## config.mk

```make
export PLATFORM = sky130hd
export DESIGN_NAME = hlb_top
export DESIGN_NICKNAME = d
export VERILOG_FILES = /design/src/rtl/hlb_pkg.sv /design/src/rtl/hlb_opt_mem.sv /design/src/rtl/hlb_top.sv
export SDC_FILE = /design/constraint.sdc
export NUM_CORES = 1
export LEC_CHECK = 0
export BUFFER_PORTS_ARGS = -buffer_cell sky130_fd_sc_hd__buf_2
export CAP_MARGIN = 15
export CORE_MARGIN = 3
export CORE_UTILIZATION = 35
export CTS_BUF_LIST = sky130_fd_sc_hd__clkbuf_4 sky130_fd_sc_hd__clkbuf_8 sky130_fd_sc_hd__clkbuf_16
export DETAILED_ROUTE_END_ITERATION = 8
export GPL_ROUTABILITY_DRIVEN = 0
export PLACE_DENSITY_LB_ADDON = 0.2
export SETUP_SLACK_MARGIN = 0.15
export SYNTH_ARGS = -nofsm -noshare
export SYNTH_HDL_FRONTEND = slang
export SYNTH_SLANG_ARGS = --single-unit
```

## constraint.sdc

```tcl
create_clock -name clk_i -period 3.2 [get_ports clk_i]
set_input_delay 0.32 -clock clk_i [delete_from_list [all_inputs] [get_ports clk_i]]
set_output_delay 0.32 -clock clk_i [all_outputs]
set_load 0.02 [all_outputs]
```

## src/rtl/hlb_pkg.sv

```systemverilog
// package: constants for the host link and boot option loader
package hlb_pkg;
  localparam longint CLK_HZ = 100000000;
  localparam int MENU_TMO_S = 20;
  localparam logic [31:0] MENU_TMO_CYC = 32'(MENU_TMO_S * CLK_HZ);
  // rate index 0..7 = 9600 .. 921600 bps
  localparam logic [2:0] BAUD_RST_IDX = 3'h4;
  localparam logic [2:0] BAUD_FAST_IDX = 3'h7;
  localparam logic [3:0] FRAME_LAST = 4'h9;
  localparam logic [3:0] DATA_LAST = 4'h8;
  localparam logic [2:0] SPI_LAST = 3'h7;
  localparam logic [7:0] RATE_REQ = 8'h1c;
  localparam logic [7:0] RATE_ACK = 8'h55;
  // option record: word[15:8] options, word[7:0] checksum
  localparam logic [7:0] CSUM_KEY = 8'ha5;
  localparam logic [7:0] OPT_CLEARED = 8'h00;
  localparam int OPT_BYPASS_BIT = 0;
  localparam int OPT_IMG_LSB = 4;
  localparam logic ADDR_PRI = 1'b0;
  localparam logic ADDR_BAK = 1'b1;
  localparam logic [7:0] ERR_CHR_RESTORED = 8'h52;
  localparam logic [7:0] ERR_CHR_CLEARED = 8'h46;
  localparam logic [3:0] MENU_LAST = 4'h9;

  function automatic logic [13:0] hlb_div(input logic [2:0] idx);
    case (idx)
      3'h0: return 14'(CLK_HZ / 9600);
      3'h1: return 14'(CLK_HZ / 19200);
      3'h2: return 14'(CLK_HZ / 38400);
      3'h3: return 14'(CLK_HZ / 57600);
      3'h4: return 14'(CLK_HZ / 115200);
      3'h5: return 14'(CLK_HZ / 230400);
      3'h6: return 14'(CLK_HZ / 460800);
      default: return 14'(CLK_HZ / 921600);
    endcase
  endfunction : hlb_div

  function automatic logic [7:0] hlb_menu_chr(input logic [3:0] idx, input logic [7:0] err_chr);
    case (idx)
      4'h0: return err_chr;
      4'h1: return 8'h0d;
      4'h2: return 8'h0a;
      4'h3: return 8'h31;
      4'h4: return 8'h41;
      4'h5: return 8'h42;
      4'h6: return 8'h53;
      4'h7: return 8'h4b;
      4'h8: return 8'h37;
      default: return 8'h3e;
    endcase
  endfunction : hlb_menu_chr

  typedef enum logic [13:0] {
    S_IDLE = 14'h0001, S_RD_PRI = 14'h0002, S_CHK_PRI = 14'h0004, S_RD_BAK = 14'h0008,
    S_CHK_BAK = 14'h0010, S_WR_PRI = 14'h0020, S_WR_BAK = 14'h0040, S_DECIDE = 14'h0080,
    S_MEASURE = 14'h0100, S_ACK = 14'h0200, S_LOCK = 14'h0400, S_MSG = 14'h0800,
    S_WAIT = 14'h1000, S_RUN = 14'h2000
  } hlb_state_t;
endpackage : hlb_pkg

```

## src/rtl/hlb_opt_mem.sv

```systemverilog
// two-word store for the primary and backup option records
`timescale 1ns/1ps
`default_nettype none
module hlb_opt_mem (
  // clock
  input wire logic clk_i,
  // access
  input wire logic we_i,
  input wire logic addr_i,
  input wire logic [15:0] wdata_i,
  output logic [15:0] rdata_o
);
  // no reset: contents model nonvolatile storage
  logic [15:0] mem [0:1];
  always_ff @(posedge clk_i) begin
    if (we_i) begin
      mem[addr_i] <= wdata_i;
    end
    rdata_o <= mem[addr_i];
  end
endmodule : hlb_opt_mem
`default_nettype wire

```

## src/rtl/hlb_top.sv

```systemverilog
// host link front end: spi slave, uart with rate detection, boot option loader
// Functional notes
// RL1: spi port is a four-wire slave only
// RL2: interrupt high while output data pending; code raises it in spi mode only, it stays low in uart mode
// RL3: host treats interrupt as active-high level
// RL4: uart supports eight rates 9600 to 921600
// RL5: 8 data bits, no parity, one stop
// RL6: uart starts at 115200 before detection
// RL7: menu shown only after rate detection succeeds
// RL8: bad primary options restored from good backup
// RL9: both copies bad clears all options
// RL10: failure disables bypass, reports distinct error
// RL11: bypass loads default image, else host drives
// RL12: text menu on uart, commands on spi
// RL13: answer 0x1c with 0x55, lock on 0x55
// RL14: no choice in twenty seconds loads default
// RL15: options kept twice, each with checksum
`timescale 1ns/1ps
`default_nettype none
module hlb_top import hlb_pkg::*; #(
  parameter logic [31:0] MENU_TMO = MENU_TMO_CYC
) (
  // clock and reset
  input wire logic clk_i,
  input wire logic rstn_i,
  // boot control
  input wire logic boot_start_i,
  input wire logic host_if_spi_i,
  input wire logic opt_wr_i,
  input wire logic [7:0] opt_i,
  // raw option store preload
  input wire logic nv_we_i,
  input wire logic nv_addr_i,
  input wire logic [15:0] nv_wdata_i,
  // spi slave
  input wire logic spi_sclk_i,
  input wire logic spi_cs_n_i,
  input wire logic spi_mosi_i,
  output logic spi_miso_o,
  output logic spi_miso_oe_o,
  output logic spi_irq_o,
  // uart
  input wire logic uart_rx_i,
  output logic uart_tx_o,
  // output buffer toward host
  input wire logic out_valid_i,
  input wire logic [7:0] out_data_i,
  output logic out_ready_o,
  // bytes from host
  output logic host_valid_o,
  output logic [7:0] host_data_o,
  // status
  output logic boot_go_o,
  output logic [3:0] boot_img_o,
  output logic bypass_o,
  output logic err_restored_o,
  output logic err_cleared_o,
  output logic [2:0] baud_sel_o,
  output logic baud_locked_o,
  output logic boot_done_o
);
  // ************************************************************
  // option store and boot sequencer
  // ************************************************************
  hlb_state_t state, next_state;
  logic [7:0] rec, next_rec;
  logic err_r, next_err_r, err_c, next_err_c, upd, next_upd, go, next_go;
  logic locked, next_locked, done, next_done, hv, next_hv;
  logic [7:0] hd, next_hd;
  logic [2:0] baud, next_baud;
  logic [3:0] midx, next_midx;
  logic [31:0] wcnt, next_wcnt;
  logic [15:0] mcnt, next_mcnt;
  logic mem_we, mem_addr;
  logic [15:0] mem_wdata, mem_rdata;
  logic rd_ok, tx_start, hb_v;
  logic [7:0] tx_byte, hb_d;
  logic [13:0] div;
  logic [17:0] thr;
  // uart and spi state
  logic rx_q, rx_busy, next_rx_busy, rx_v, next_rx_v;
  logic [3:0] rx_cnt, next_rx_cnt, tx_cnt, next_tx_cnt;
  logic [13:0] rx_div, next_rx_div, tx_div, next_tx_div;
  logic [7:0] rx_sh, next_rx_sh;
  logic tx_busy, next_tx_busy, tx_line, next_tx_line, tx_done;
  logic [9:0] tx_sh, next_tx_sh;
  logic sclk_q, cs_q, spi_load, next_spi_load, spi_v, next_spi_v, spi_oe, irq;
  logic [2:0] spi_cnt, next_spi_cnt;
  logic [7:0] spi_rx, next_spi_rx, spi_tx, next_spi_tx;
  logic spi_rise, spi_fall, spi_reload, spi_take;

  hlb_opt_mem u_mem (
    .clk_i(clk_i),
    .we_i(mem_we),
    .addr_i(mem_addr),
    .wdata_i(mem_wdata),
    .rdata_o(mem_rdata)
  );

  assign rd_ok = (mem_rdata[7:0] == (mem_rdata[15:8] ^ CSUM_KEY));
  assign div = hlb_div(baud);
  assign hb_v = host_if_spi_i ? spi_v : rx_v;
  assign hb_d = host_if_spi_i ? spi_rx : rx_sh;

  always_comb begin
    next_state = state;
    next_rec = rec;
    next_err_r = err_r;
    next_err_c = err_c;
    next_upd = upd;
    next_go = 1'b0;
    next_locked = locked;
    next_done = done;
    next_hv = 1'b0;
    next_hd = hd;
    next_baud = baud;
    next_midx = midx;
    next_wcnt = wcnt;
    next_mcnt = mcnt;
    mem_we = 1'b0;
    mem_addr = ADDR_PRI;
    mem_wdata = {rec, rec ^ CSUM_KEY}; // see RL15
    tx_start = 1'b0;
    tx_byte = out_data_i;
    thr = 18'h0;
    case (state)
      S_IDLE: begin
        if (nv_we_i) begin
          mem_we = 1'b1;
          mem_addr = nv_addr_i;
          mem_wdata = nv_wdata_i;
        end else if (opt_wr_i) begin
          next_rec = opt_i;
          next_upd = 1'b1;
          next_state = S_WR_PRI;
        end else if (boot_start_i) begin
          next_state = S_RD_PRI;
        end
      end
      S_RD_PRI: next_state = S_CHK_PRI;
      S_CHK_PRI: begin
        mem_addr = ADDR_BAK;
        next_rec = mem_rdata[15:8];
        next_state = rd_ok ? S_DECIDE : S_RD_BAK; // see RL8
      end
      S_RD_BAK: begin
        mem_addr = ADDR_BAK;
        next_state = S_CHK_BAK;
      end
      S_CHK_BAK: begin
        // a bypass flag must not survive a failed check
        if (rd_ok) begin
          next_rec = mem_rdata[15:8] & ~(8'h01 << OPT_BYPASS_BIT); // see RL8, RL10
          next_err_r = 1'b1; // see RL10
        end else begin
          next_rec = OPT_CLEARED; // see RL9
          next_err_c = 1'b1; // see RL10
        end
        next_state = S_WR_PRI;
      end
      S_WR_PRI: begin
        mem_we = 1'b1; // see RL8
        next_state = S_WR_BAK;
      end
      S_WR_BAK: begin
        mem_we = 1'b1; // see RL15
        mem_addr = ADDR_BAK;
        next_upd = 1'b0;
        next_state = upd ? (done ? S_RUN : S_IDLE) : S_DECIDE;
      end
      S_DECIDE: begin
        next_wcnt = 32'h0;
        next_mcnt = 16'h0;
        if (rec[OPT_BYPASS_BIT] && !err_r && !err_c) begin
          next_go = 1'b1; // see RL11
          next_done = 1'b1;
          next_state = S_RUN;
        end else begin
          next_state = host_if_spi_i ? S_WAIT : S_MEASURE; // see RL12
        end
      end
      S_MEASURE: begin
        // start bit plus the two low data bits of 0x1c span three bit times
        if (!uart_rx_i && mcnt != 16'hffff) begin
          next_mcnt = mcnt + 16'h1;
        end else if (uart_rx_i && !rx_q && mcnt != 16'h0) begin
          next_baud = BAUD_FAST_IDX;
          for (int i = 7; i >= 0; i--) begin
            thr = 18'(({4'h0, hlb_div(3'(i))} * 18'h9) >> 2);
            if ({2'h0, mcnt} >= thr) begin
              next_baud = 3'(i); // see RL4, RL13
            end
          end
          next_state = S_ACK;
        end
      end
      S_ACK: begin
        tx_byte = RATE_ACK; // see RL13
        tx_start = !tx_busy;
        if (tx_done) begin
          next_state = S_LOCK;
        end
      end
      S_LOCK: begin
        if (rx_v) begin
          next_mcnt = 16'h0;
          if (rx_sh == RATE_ACK) begin
            next_locked = 1'b1; // see RL13
            next_midx = (err_r || err_c) ? 4'h0 : 4'h1;
            next_state = S_MSG; // see RL7
          end else begin
            // a retried request restarts the measurement
            next_state = S_MEASURE;
          end
        end
      end
      S_MSG: begin
        tx_byte = hlb_menu_chr(midx, err_r ? ERR_CHR_RESTORED : ERR_CHR_CLEARED); // see RL10, RL12
        tx_start = !tx_busy;
        if (tx_done) begin
          next_midx = midx + 4'h1;
          if (midx == MENU_LAST) begin
            next_state = S_WAIT;
          end
        end
      end
      S_WAIT: begin
        next_wcnt = wcnt + 32'h1;
        if (hb_v) begin
          next_hv = 1'b1;
          next_hd = hb_d;
          next_done = 1'b1;
          next_state = S_RUN;
        end else if (wcnt == MENU_TMO - 32'h1) begin
          next_go = 1'b1; // see RL14
          next_done = 1'b1;
          next_state = S_RUN;
        end
      end
      S_RUN: begin
        next_hv = hb_v;
        next_hd = hb_v ? hb_d : hd;
        tx_start = !host_if_spi_i && out_valid_i && !tx_busy;
        if (opt_wr_i) begin
          next_rec = opt_i;
          next_upd = 1'b1;
          next_state = S_WR_PRI;
        end
      end
      default: next_state = S_IDLE;
    endcase
  end

  always_ff @(posedge clk_i or negedge rstn_i) begin
    if (!rstn_i) begin
      state <= S_IDLE;
      rec <= OPT_CLEARED;
      err_r <= 1'b0;
      err_c <= 1'b0;
      upd <= 1'b0;
      go <= 1'b0;
      locked <= 1'b0;
      done <= 1'b0;
      hv <= 1'b0;
      hd <= 8'h00;
      baud <= BAUD_RST_IDX; // see RL6
      midx <= 4'h0;
      wcnt <= 32'h0;
      mcnt <= 16'h0;
    end else begin
      state <= next_state;
      rec <= next_rec;
      err_r <= next_err_r;
      err_c <= next_err_c;
      upd <= next_upd;
      go <= next_go;
      locked <= next_locked;
      done <= next_done;
      hv <= next_hv;
      hd <= next_hd;
      baud <= next_baud;
      midx <= next_midx;
      wcnt <= next_wcnt;
      mcnt <= next_mcnt;
    end
  end

  // ************************************************************
  // uart 8n1, no flow control
  // ************************************************************
  assign tx_done = tx_busy && tx_div == 14'h0 && tx_cnt == FRAME_LAST;

  always_comb begin
    next_rx_busy = rx_busy;
    next_rx_cnt = rx_cnt;
    next_rx_div = rx_div;
    next_rx_sh = rx_sh;
    next_rx_v = 1'b0;
    if (state == S_MEASURE || (state == S_ACK && tx_cnt < DATA_LAST)) begin
      // the tail of the rate request is still on the line; listening now reads a false byte
      next_rx_busy = 1'b0;
    end else if (!rx_busy) begin
      if (rx_q && !uart_rx_i) begin
        next_rx_busy = 1'b1;
        next_rx_cnt = 4'h0;
        next_rx_div = div >> 1;
      end
    end else if (rx_div != 14'h0) begin
      next_rx_div = rx_div - 14'h1;
    end else begin
      next_rx_div = div - 14'h1;
      next_rx_cnt = rx_cnt + 4'h1;
      if (rx_cnt == 4'h0) begin
        next_rx_busy = !uart_rx_i;
      end else if (rx_cnt <= DATA_LAST) begin
        next_rx_sh = {uart_rx_i, rx_sh[7:1]}; // see RL5
      end else begin
        next_rx_busy = 1'b0;
        next_rx_v = uart_rx_i; // see RL5
      end
    end
  end

  always_comb begin
    next_tx_busy = tx_busy;
    next_tx_cnt = tx_cnt;
    next_tx_div = tx_div;
    next_tx_sh = tx_sh;
    next_tx_line = tx_line;
    if (tx_start) begin
      next_tx_busy = 1'b1;
      next_tx_sh = {1'b1, tx_byte, 1'b0}; // see RL5
      next_tx_line = 1'b0;
      next_tx_cnt = 4'h0;
      next_tx_div = div - 14'h1;
    end else if (tx_busy && tx_div != 14'h0) begin
      next_tx_div = tx_div - 14'h1;
    end else if (tx_busy) begin
      if (tx_cnt == FRAME_LAST) begin
        next_tx_busy = 1'b0;
        next_tx_line = 1'b1;
      end else begin
        next_tx_sh = {1'b1, tx_sh[9:1]};
        next_tx_line = tx_sh[1];
        next_tx_cnt = tx_cnt + 4'h1;
        next_tx_div = div - 14'h1;
      end
    end
  end

  always_ff @(posedge clk_i or negedge rstn_i) begin
    if (!rstn_i) begin
      rx_q <= 1'b1;
      rx_busy <= 1'b0;
      rx_cnt <= 4'h0;
      rx_div <= 14'h0;
      rx_sh <= 8'h00;
      rx_v <= 1'b0;
      tx_busy <= 1'b0;
      tx_cnt <= 4'h0;
      tx_div <= 14'h0;
      tx_sh <= 10'h3ff;
      tx_line <= 1'b1;
    end else begin
      rx_q <= uart_rx_i;
      rx_busy <= next_rx_busy;
      rx_cnt <= next_rx_cnt;
      rx_div <= next_rx_div;
      rx_sh <= next_rx_sh;
      rx_v <= next_rx_v;
      tx_busy <= next_tx_busy;
      tx_cnt <= next_tx_cnt;
      tx_div <= next_tx_div;
      tx_sh <= next_tx_sh;
      tx_line <= next_tx_line;
    end
  end

  // ************************************************************
  // spi slave, mode 0, msb first
  // ************************************************************
  assign spi_rise = spi_sclk_i && !sclk_q && !spi_cs_n_i;
  assign spi_fall = !spi_sclk_i && sclk_q && !spi_cs_n_i;
  assign spi_reload = (cs_q && !spi_cs_n_i) || (spi_fall && spi_load);
  assign spi_take = host_if_spi_i && spi_reload && out_valid_i;
  assign out_ready_o = host_if_spi_i ? spi_take : (state == S_RUN && tx_start);

  always_comb begin
    next_spi_cnt = spi_cnt;
    next_spi_rx = spi_rx;
    next_spi_tx = spi_tx;
    next_spi_load = spi_load;
    next_spi_v = 1'b0;
    if (spi_cs_n_i) begin
      next_spi_cnt = 3'h0; // see RL1
      next_spi_load = 1'b0;
    end else if (spi_rise) begin
      next_spi_rx = {spi_rx[6:0], spi_mosi_i};
      next_spi_cnt = spi_cnt + 3'h1;
      if (spi_cnt == SPI_LAST) begin
        next_spi_v = 1'b1;
        next_spi_load = 1'b1;
      end
    end
    if (spi_reload) begin
      // idle filler is zero when nothing is pending
      next_spi_tx = spi_take ? out_data_i : 8'h00;
      next_spi_load = 1'b0;
    end else if (spi_fall) begin
      next_spi_tx = {spi_tx[6:0], 1'b0};
    end
  end

  always_ff @(posedge clk_i or negedge rstn_i) begin
    if (!rstn_i) begin
      sclk_q <= 1'b0;
      cs_q <= 1'b1;
      spi_cnt <= 3'h0;
      spi_rx <= 8'h00;
      spi_tx <= 8'h00;
      spi_load <= 1'b0;
      spi_v <= 1'b0;
      spi_oe <= 1'b0;
      irq <= 1'b0;
    end else begin
      sclk_q <= spi_sclk_i;
      cs_q <= spi_cs_n_i;
      spi_cnt <= next_spi_cnt;
      spi_rx <= next_spi_rx;
      spi_tx <= next_spi_tx;
      spi_load <= next_spi_load;
      spi_v <= next_spi_v;
      spi_oe <= !spi_cs_n_i; // see RL1
      irq <= host_if_spi_i && out_valid_i; // see RL2, RL3
    end
  end

  assign spi_miso_o = spi_tx[7];
  assign spi_miso_oe_o = spi_oe;
  assign spi_irq_o = irq;
  assign uart_tx_o = tx_line;
  assign host_valid_o = hv;
  assign host_data_o = hd;
  assign boot_go_o = go;
  assign boot_img_o = rec[OPT_IMG_LSB +: 4];
  assign bypass_o = rec[OPT_BYPASS_BIT];
  assign err_restored_o = err_r;
  assign err_cleared_o = err_c;
  assign baud_sel_o = baud;
  assign baud_locked_o = locked;
  assign boot_done_o = done;
endmodule : hlb_top
`default_nettype wire

```

Yosys cells after proc, flatten, opt, wreduce, memory -nomap -nowiden
Memory sizes are Yosys's and may differ from the RTL's. A register that Yosys moved wholly into a read port is not among the register bits.
Index checks and enable logic that the tools add are counted.
{"block": "totals", "regBits": 176, "latchBits": 0, "mem_bits_rw": 32, "romBits": 0, "inputBits": 44, "out_inout_bits": 27, "elab_cells": 334, "n_memories": 1}
{"block": "op_classes", "n_addsub": 9, "multipliers": 7, "div": 0, "magnitude_cmp": 9, "n_eq_ne": 52, "n_shift": 0, "mux": 138, "n_bitwise": 8, "n_reduce_logical": 76}
{"name": "u_mem.mem", "depth": 2, "word_bits": 16, "rd": 1, "rd_clocked_by_memory_dff": 1, "wr": 1, "line_no": "hlb_opt_mem.sv:14", "text": "logic [15:0] mem [0:1];"}
{"cell": "2-to-1 mux 14 bit", "count": 43}
{"cell": "one-hot mux 14 bit (14 select lines)", "count": 1}
{"cell": "multiplier 14 x 4 -> 18 bit, second input constant", "count": 7}
{"cell": ">= comparator 16 bit", "count": 7}
{"cell": "one-hot mux 14 bit (7 select lines)", "count": 1}
{"cell": "2-to-1 mux 16 bit", "count": 4}
{"cell": "2-to-1 mux 8 bit", "count": 8}
{"cell": "one-hot mux 32 bit (2 select lines)", "count": 1}
{"cell": "one-hot mux 7 bit (9 select lines)", "count": 1}
{"cell": "one-hot mux 16 bit (3 select lines)", "count": 1}
{"cell": "2-to-1 mux 1 bit", "count": 43}
{"cell": "subtractor 14 x 1 -> 14 bit, second input constant", "count": 3}
{"cell": "2-to-1 mux 10 bit", "count": 4}
{"cell": "2-to-1 mux 4 bit", "count": 10}
{"cell": "adder 32 x 1 -> 32 bit, second input constant", "count": 1}
{"cell": "== test 32 x 31 -> 1 bit, second input constant", "count": 1}
{"cell": "one-hot mux 8 bit (4 select lines)", "count": 1}
{"cell": "!= test 2 bit, second input constant", "count": 14}
{"cell": "nonzero test 14 bit", "count": 2}
{"cell": "2-to-1 mux 3 bit", "count": 8}
{"cell": "logical AND 1 bit", "count": 22}
{"cell": "AND reduction 2 bit", "count": 10}
{"cell": "AND reduction 3 bit", "count": 6}
{"cell": "adder 16 x 1 -> 16 bit, second input constant", "count": 1}
{"cell": "other kinds (53)", "count": 99}

Depth between registers and ports, before layout
{"block": "logic_depth", "word_depth": 15, "ltp_mapped": 12, "depth_no_buf": 10}

Modules after synthesis
Synthesis repeated with hierarchy kept, for this count alone.
{"block": "hier_totals", "cells_unflattened": 1239, "area_unflattened_um2": 11796.3}
{"module": "hlb_top", "instances": 1, "cells_per_inst": 1171, "area_each_um2": 10257.3, "seq_area_each_um2": 4370.4}
{"module": "hlb_opt_mem", "instances": 1, "cells_per_inst": 68, "area_each_um2": 1539.0, "seq_area_each_um2": 1281.2}

Worst setup path after synthesis
OpenSTA, ideal clock, no wires.
{"block": "synth_timing", "path_type": "register to register", "start": "register state[0]", "end": "memory u_mem.mem[0][0], enable pin", "setup_ps": 388, "t_arrival_ps": 2504, "t_required_ps": 2812, "setup_slack_ps": 307, "path_stages_with_launch": 10, "path_buffers": 3, "synth_period_minus_slack_ps": 2893, "path_cell_list": "dfstp_2 buf_2 or4_4 buf_6 nor3_2 and3_1 clkbuf_1 a31o_2 o21bai_1 nor2_1"}
{"block": "synth_between", "elab_chain_cells": 5, "word_cells_on_any_way": 11, "classes_between": "eq/ne (5); mux (4); reduce/logical (2)"}
{"item": "start: declaration", "line_no": "hlb_top.sv:65", "text": "hlb_state_t state, next_state;"}
{"item": "start signal: assignment", "line_no": "hlb_top.sv:271", "text": "state <= next_state;"}
{"item": "== test 14 x 7 -> 1 bit or == test 14 x 6 -> 1 bit (tied branches)", "line_no": "hlb_top.sv:126", "text": "case (state)"}
{"item": "OR reduction 2 bit (no line)"}
{"item": "one-hot mux 1 bit (2 select lines)", "line_no": "hlb_top.sv:126"}
{"item": "2-to-1 mux 1 bit", "line_no": "hlb_opt_mem.sv:16", "text": "if (we_i) begin"}
{"item": "2-to-1 mux 1 bit (not written as such)", "line_no": "hlb_opt_mem.sv:17", "text": "mem[addr_i] <= wdata_i;"}
{"item": "end: declaration", "line_no": "hlb_opt_mem.sv:14"}
Parallel ways exist; a longest one is shown, timed or not.

Worst setup path after layout
{"block": "layout_timing", "start": "register state[6]", "end": "output out_ready_o"}
{"block": "layout_between", "elab_chain_cells": 5, "word_cells_on_any_way": 7, "classes_between": "eq/ne (3); mux (2); reduce/logical (2)"}
{"item": "== test 14 x 10 -> 1 bit or == test 14 x 12 -> 1 bit (tied branches)", "line_no": "hlb_top.sv:126"}
{"item": "OR reduction 2 bit (no line)"}
{"item": "one-hot mux 1 bit (2 select lines)", "line_no": "hlb_top.sv:126"}
{"item": "logical AND 1 bit (*)", "line_no": "hlb_top.sv:386", "text": "assign out_ready_o = host_if_spi_i ? spi_take : (state == S_RUN && tx_start);"}
{"item": "2-to-1 mux 1 bit (*)", "line_no": "hlb_top.sv:386"}
{"item": "end: declaration", "line_no": "hlb_top.sv:48", "text": "output logic out_ready_o,"}
Mark *: on every way between the ends. The rest lies on a longest branch, timed or not.

==> results <==
- For flop-to-flop paths, the worst setup slack is 0.36 ns.
- The clock network fraction of total power is 32.9%.
- The HPWL after detailed placement is 21200 um.
- The final count of hold timing violations came to 0.
- Measured against its own limit, the worst slew margin works out to 39.4%.
- The fraction of registers with async set/reset is 78.4%.
- The standard-cell row count is 66.
- Dividing the final minimum period by the clock period gives 93.3%.
- The most used flip-flop cell after synthesis is sky130_fd_sc_hd__dfrtp_1.
- The worst hold path terminates at spi_rx[0].
- The via density per instance is 5.36.
- The routed length per instance is 16.8 um.
- The worst hold path passes through 2 cells.
- The data required time at the worst endpoint is 2.88 ns.
- For the pin with the worst max-slew slack, the measured transition is 0.908 ns.
- The minimum clock period after layout is 2.98 ns.
- The floorplan step defined a die boundary enclosing 36300 um2.
- After clock tree synthesis, the clock-pin slew on the worst setup and hold paths is 0.06 ns.
- The boundary pin count is 71.
- In this run, synthesis inferred 32 flip-flops with an integrated enable.
- The pin count of the biggest net entering global routing is 66.
- A synthesized cell averages 9.46 um2.
- The most frequent cell on the critical path is sky130_fd_sc_hd__or4_4.
- The buffer levels on the longest clock path is 3.
- Static timing analysis puts the maximum clock frequency at 335 MHz.
- The initial antenna violation count is 0.
- In this run the critical register-to-register path is launched from state[8].
- Once detail routing completed, the nets flagged for antenna violations numbered 0.
- Buffers inserted during clock tree synthesis total 27.
- The number of nets in the finished design is 1391.
- The worst hold path belongs to the class in2reg.
- For the final database, setup skew stands at 0.0139 ns.
- The sequential group share of total power is 44.6%.
- The maximum fanout along the worst path is 8.
- Among cell families on the critical path, the largest total delay comes from simple AND/OR/NAND/NOR gates.
- The top cell types in the final layout, fill and taps aside, are 162 x sky130_fd_sc_hd__nand2_1, 153 x sky130_fd_sc_hd__dfrtp_1, 109 x sky130_fd_sc_hd__o21ai_0, 78 x sky130_fd_sc_hd__nor2_1, 69 x sky130_fd_sc_hd__buf_2.
- Setup violations remaining at the end of the flow were counted as 0.
- At the later pin of the worst-skew pair, clock insertion delay measures 0.53 ns.
- On the final layout, the worst hold slack is 0.0235 ns.
- The endpoint type of the worst setup path is an output pin.
- STA classifies the critical path startpoint as a flip-flop.
- The slowest stage cell on the critical path is sky130_fd_sc_hd__or4_4.
- The core footprint is 33000 um2.
- The width of the chip is 190 um.
- The worst hold path begins at spi_mosi_i.
- The net load switching power is 0.00274 W.
- The initial standard-cell utilization of the core is 36.1%.
- The total nets after synthesis is 1323.
- Yosys printed 0 warnings.
- Summed over all layers, the global routing overflow is 0.
- The count of inserted antenna diode cells is 0.
- The number of iterations in the first detailed-routing pass is 7.
- Global routing used 16.7% of the available tracks across all layers.
- Together, buffers and inverters on the worst path number 1.
- The count of final max-slew check failures is 0.
- The biggest cell delay along the critical path is 0.62 ns.
- The fraction of final layout cells sized beyond drive strength 1 is 19.5%.
- The worst register-to-register path ends at u_mem.rdata_o[11].
- The first global-routing pass estimated 49900 um of wire.
- The startpoint-to-endpoint class of the critical path is reg2out.
- The power density of the placed cells is 645 nW/um2.
- The synthesized design contains 222 register bits.
- Synthesis handed over a netlist of 1259 instances.
- Leaving out fill and tap cells, the most frequent cell in the layout is sky130_fd_sc_hd__nand2_1.
- Input and output buffers added on the ports amount to 70.
- The via count of the first global-routing pass is 9406.
- The critical path goes through or4_4, or4_4, nor2_2, a22o_1, buf_2.
- The clock tree from TritonCTS is yes.
- Max-cap violations in this run came to 0.
- The violation count after the first detailed-routing iteration is 751.
- Summed over all cells, the static leakage comes to 5.90 nW.
- From synthesis to final layout, the design area changed by 15.8%.
- CTS built an H-tree with a depth of 1.
- The switching part of the total is 30.7%.
- Counting cells, the worst reg-to-reg path comes to 7.
- The share of total power dissipated in combinational logic is 22.5%.
- The overall via count from detail_route is 9581.
- The post-detailed-routing wire length is 30000 um.
- From bottom edge to top edge, the die measures 190 um.
- The flow ran to the end, and the final reports show no timing, DRC or antenna violations.
- Setup repair after global routing left no endpoint under its margin.
- The arrival time at the worst endpoint is 2.66 ns.
- The internal power of the cells is 0.00616 W.
- The synthesized netlist contains 79 unique library cells.
- The sequential fraction of the synthesis area is 47.5%.
- The detailed-route DRC error count is 0.
- The worst IR drop on VDD is 0.340 mV.
- The root buffer cell is sky130_fd_sc_hd__clkbuf_16.
- The mapped netlist covers 11900 um2.
- The post-route setup TNS is 0 ns.
- The clock sink count is 222.
flip-flops by register name, summed over array words and instances, names as in the netlist, 4 cells and up:
register	count
midx	4
u_mem.mem	32
rx_sh	8
rec	8
state	14
tx_div	14
u_mem.rdata_o	16
rx_div	14
rx_cnt	4
wcnt	32
spi_tx	8
tx_cnt	4
mcnt	16
tx_sh	8
spi_rx	8
host_data_o	8
synth_stat cells, types with 12 or more instances:
library cell	count	share of area, %
sky130_fd_sc_hd__o22ai_1	15	0.79
sky130_fd_sc_hd__dfstp_2	13	2.9
sky130_fd_sc_hd__clkbuf_1	51	1.6
sky130_fd_sc_hd__nand2b_1	14	0.74
sky130_fd_sc_hd__a21oi_1	55	2.3
sky130_fd_sc_hd__o21ai_0	109	4.6
sky130_fd_sc_hd__nor3_1	38	1.6
sky130_fd_sc_hd__nor2b_1	14	0.74
sky130_fd_sc_hd__mux2i_1	24	2.0
sky130_fd_sc_hd__o31ai_1	15	0.95
sky130_fd_sc_hd__a31oi_1	21	1.1
sky130_fd_sc_hd__nand3_1	56	2.4
sky130_fd_sc_hd__inv_1	28	0.88
sky130_fd_sc_hd__dfxtp_1	16	2.7
sky130_fd_sc_hd__and2_1	15	0.79
sky130_fd_sc_hd__xor2_1	18	1.3
sky130_fd_sc_hd__ha_1	20	2.1
sky130_fd_sc_hd__nand2_1	162	5.1
sky130_fd_sc_hd__nor2_1	80	2.5
sky130_fd_sc_hd__mux2_2	34	3.2
sky130_fd_sc_hd__edfxtp_1	32	8.1
sky130_fd_sc_hd__and3_1	18	0.95
sky130_fd_sc_hd__a211oi_1	12	0.76
sky130_fd_sc_hd__buf_2	19	0.80
sky130_fd_sc_hd__nand4_1	19	1.0
sky130_fd_sc_hd__dfrtp_1	161	34
routing by layer:
| layer | up-vias | share of wire [%] | global-route usage [%] |
|---|---|---|---|
| met3 | 31 | 3.8 | 1.86 |
| li1 | 4757 | - | - |
| met2 | 175 | 45 | 26.9 |
| met5 | - | 0 | 0 |
| met1 | 4618 | 50 | 24.3 |
| met4 | 0 | 1.7 | 3.42 |
worst max-delay path by stage:
stage	startpoint	cells after the start	endpoint	slack, ns
after detailed placement	state[9]	6	tx_div[10]	0.35
after floorplan	state[0]	9	u_mem.mem[0][0]	0.31
after CTS	state[10]	5	out_ready_o	0.16
final	state[6]	5	out_ready_o	0.22
after global routing	state[8]	6	out_ready_o	0.15
after global placement	state[9]	6	tx_div[10]	0.42
repair_timing:
item / 4_1_cts / 5_1_grt
pin swaps: 0 / 3
setup buffers: 0 / 7
resized for setup: 10 / 6
hold buffers: 5 / 0
endpoints found under the hold margin: 47 / 0
setup endpoints to repair: 1 / 1
final cells by class:
type                    count  area, um2
clock inverters            12       98.8
inverters                  28        105
clock buffers              36        762
repair buffers            119        777
fillers                  3229      19200
well taps                 442        553
flip-flops and latches    222       5660
multi-input cells         929       5840
cell families (layout without fill, tap and decap cells):
| logic type | after synthesis | after routing | share of synthesized area (%) |
|---|---|---|---|
| muxes | 59 | 59 | 5.36 |
| and+or+nand+nor | 501 | 501 | 21.9 |
| adders and majority gates | 20 | 20 | 2.10 |
| xor gates and xnor gates | 29 | 29 | 2.13 |
| buffers and inverters | 108 | 195 | 3.93 |
| DFF | 222 | 222 | 47.5 |
| AOI/OAI and AO/OA | 320 | 320 | 17.1 |
power groups by stage:
| stage | registers (W) | clock network [W] | logic, W |
|---|---|---|---|
| after global routing | 0.00405 | 0.00313 | 0.00224 |
| final | 0.00397 | 0.00293 | 0.00200 |
| after CTS | 0.00397 | 0.00303 | 0.00201 |
| after floorplan | 0.00386 | 0 | 0.00154 |
| after global placement | 0.00400 | 0 | 0.00195 |
| after detailed placement | 0.00401 | 0 | 0.00197 |
through the flow:
stage | power (W) | worst slack [ns] | area (um2) | utilization (%) | cells
global route | 0.00942 | 0.149 | 13800 | 41.8 | 1788
detailed placement | 0.00598 | 0.352 | 12800 | 38.6 | 1728
CTS | 0.00900 | 0.162 | 13700 | 41.5 | 1781
global placement | 0.00595 | 0.421 | 12800 | 38.6 | 1728
floorplan | 0.00540 | 0.307 | 11900 | - | 1259
finish | 0.00890 | 0.216 | 13800 | 41.8 | 1788
Power figures use the tool's default switching activity.
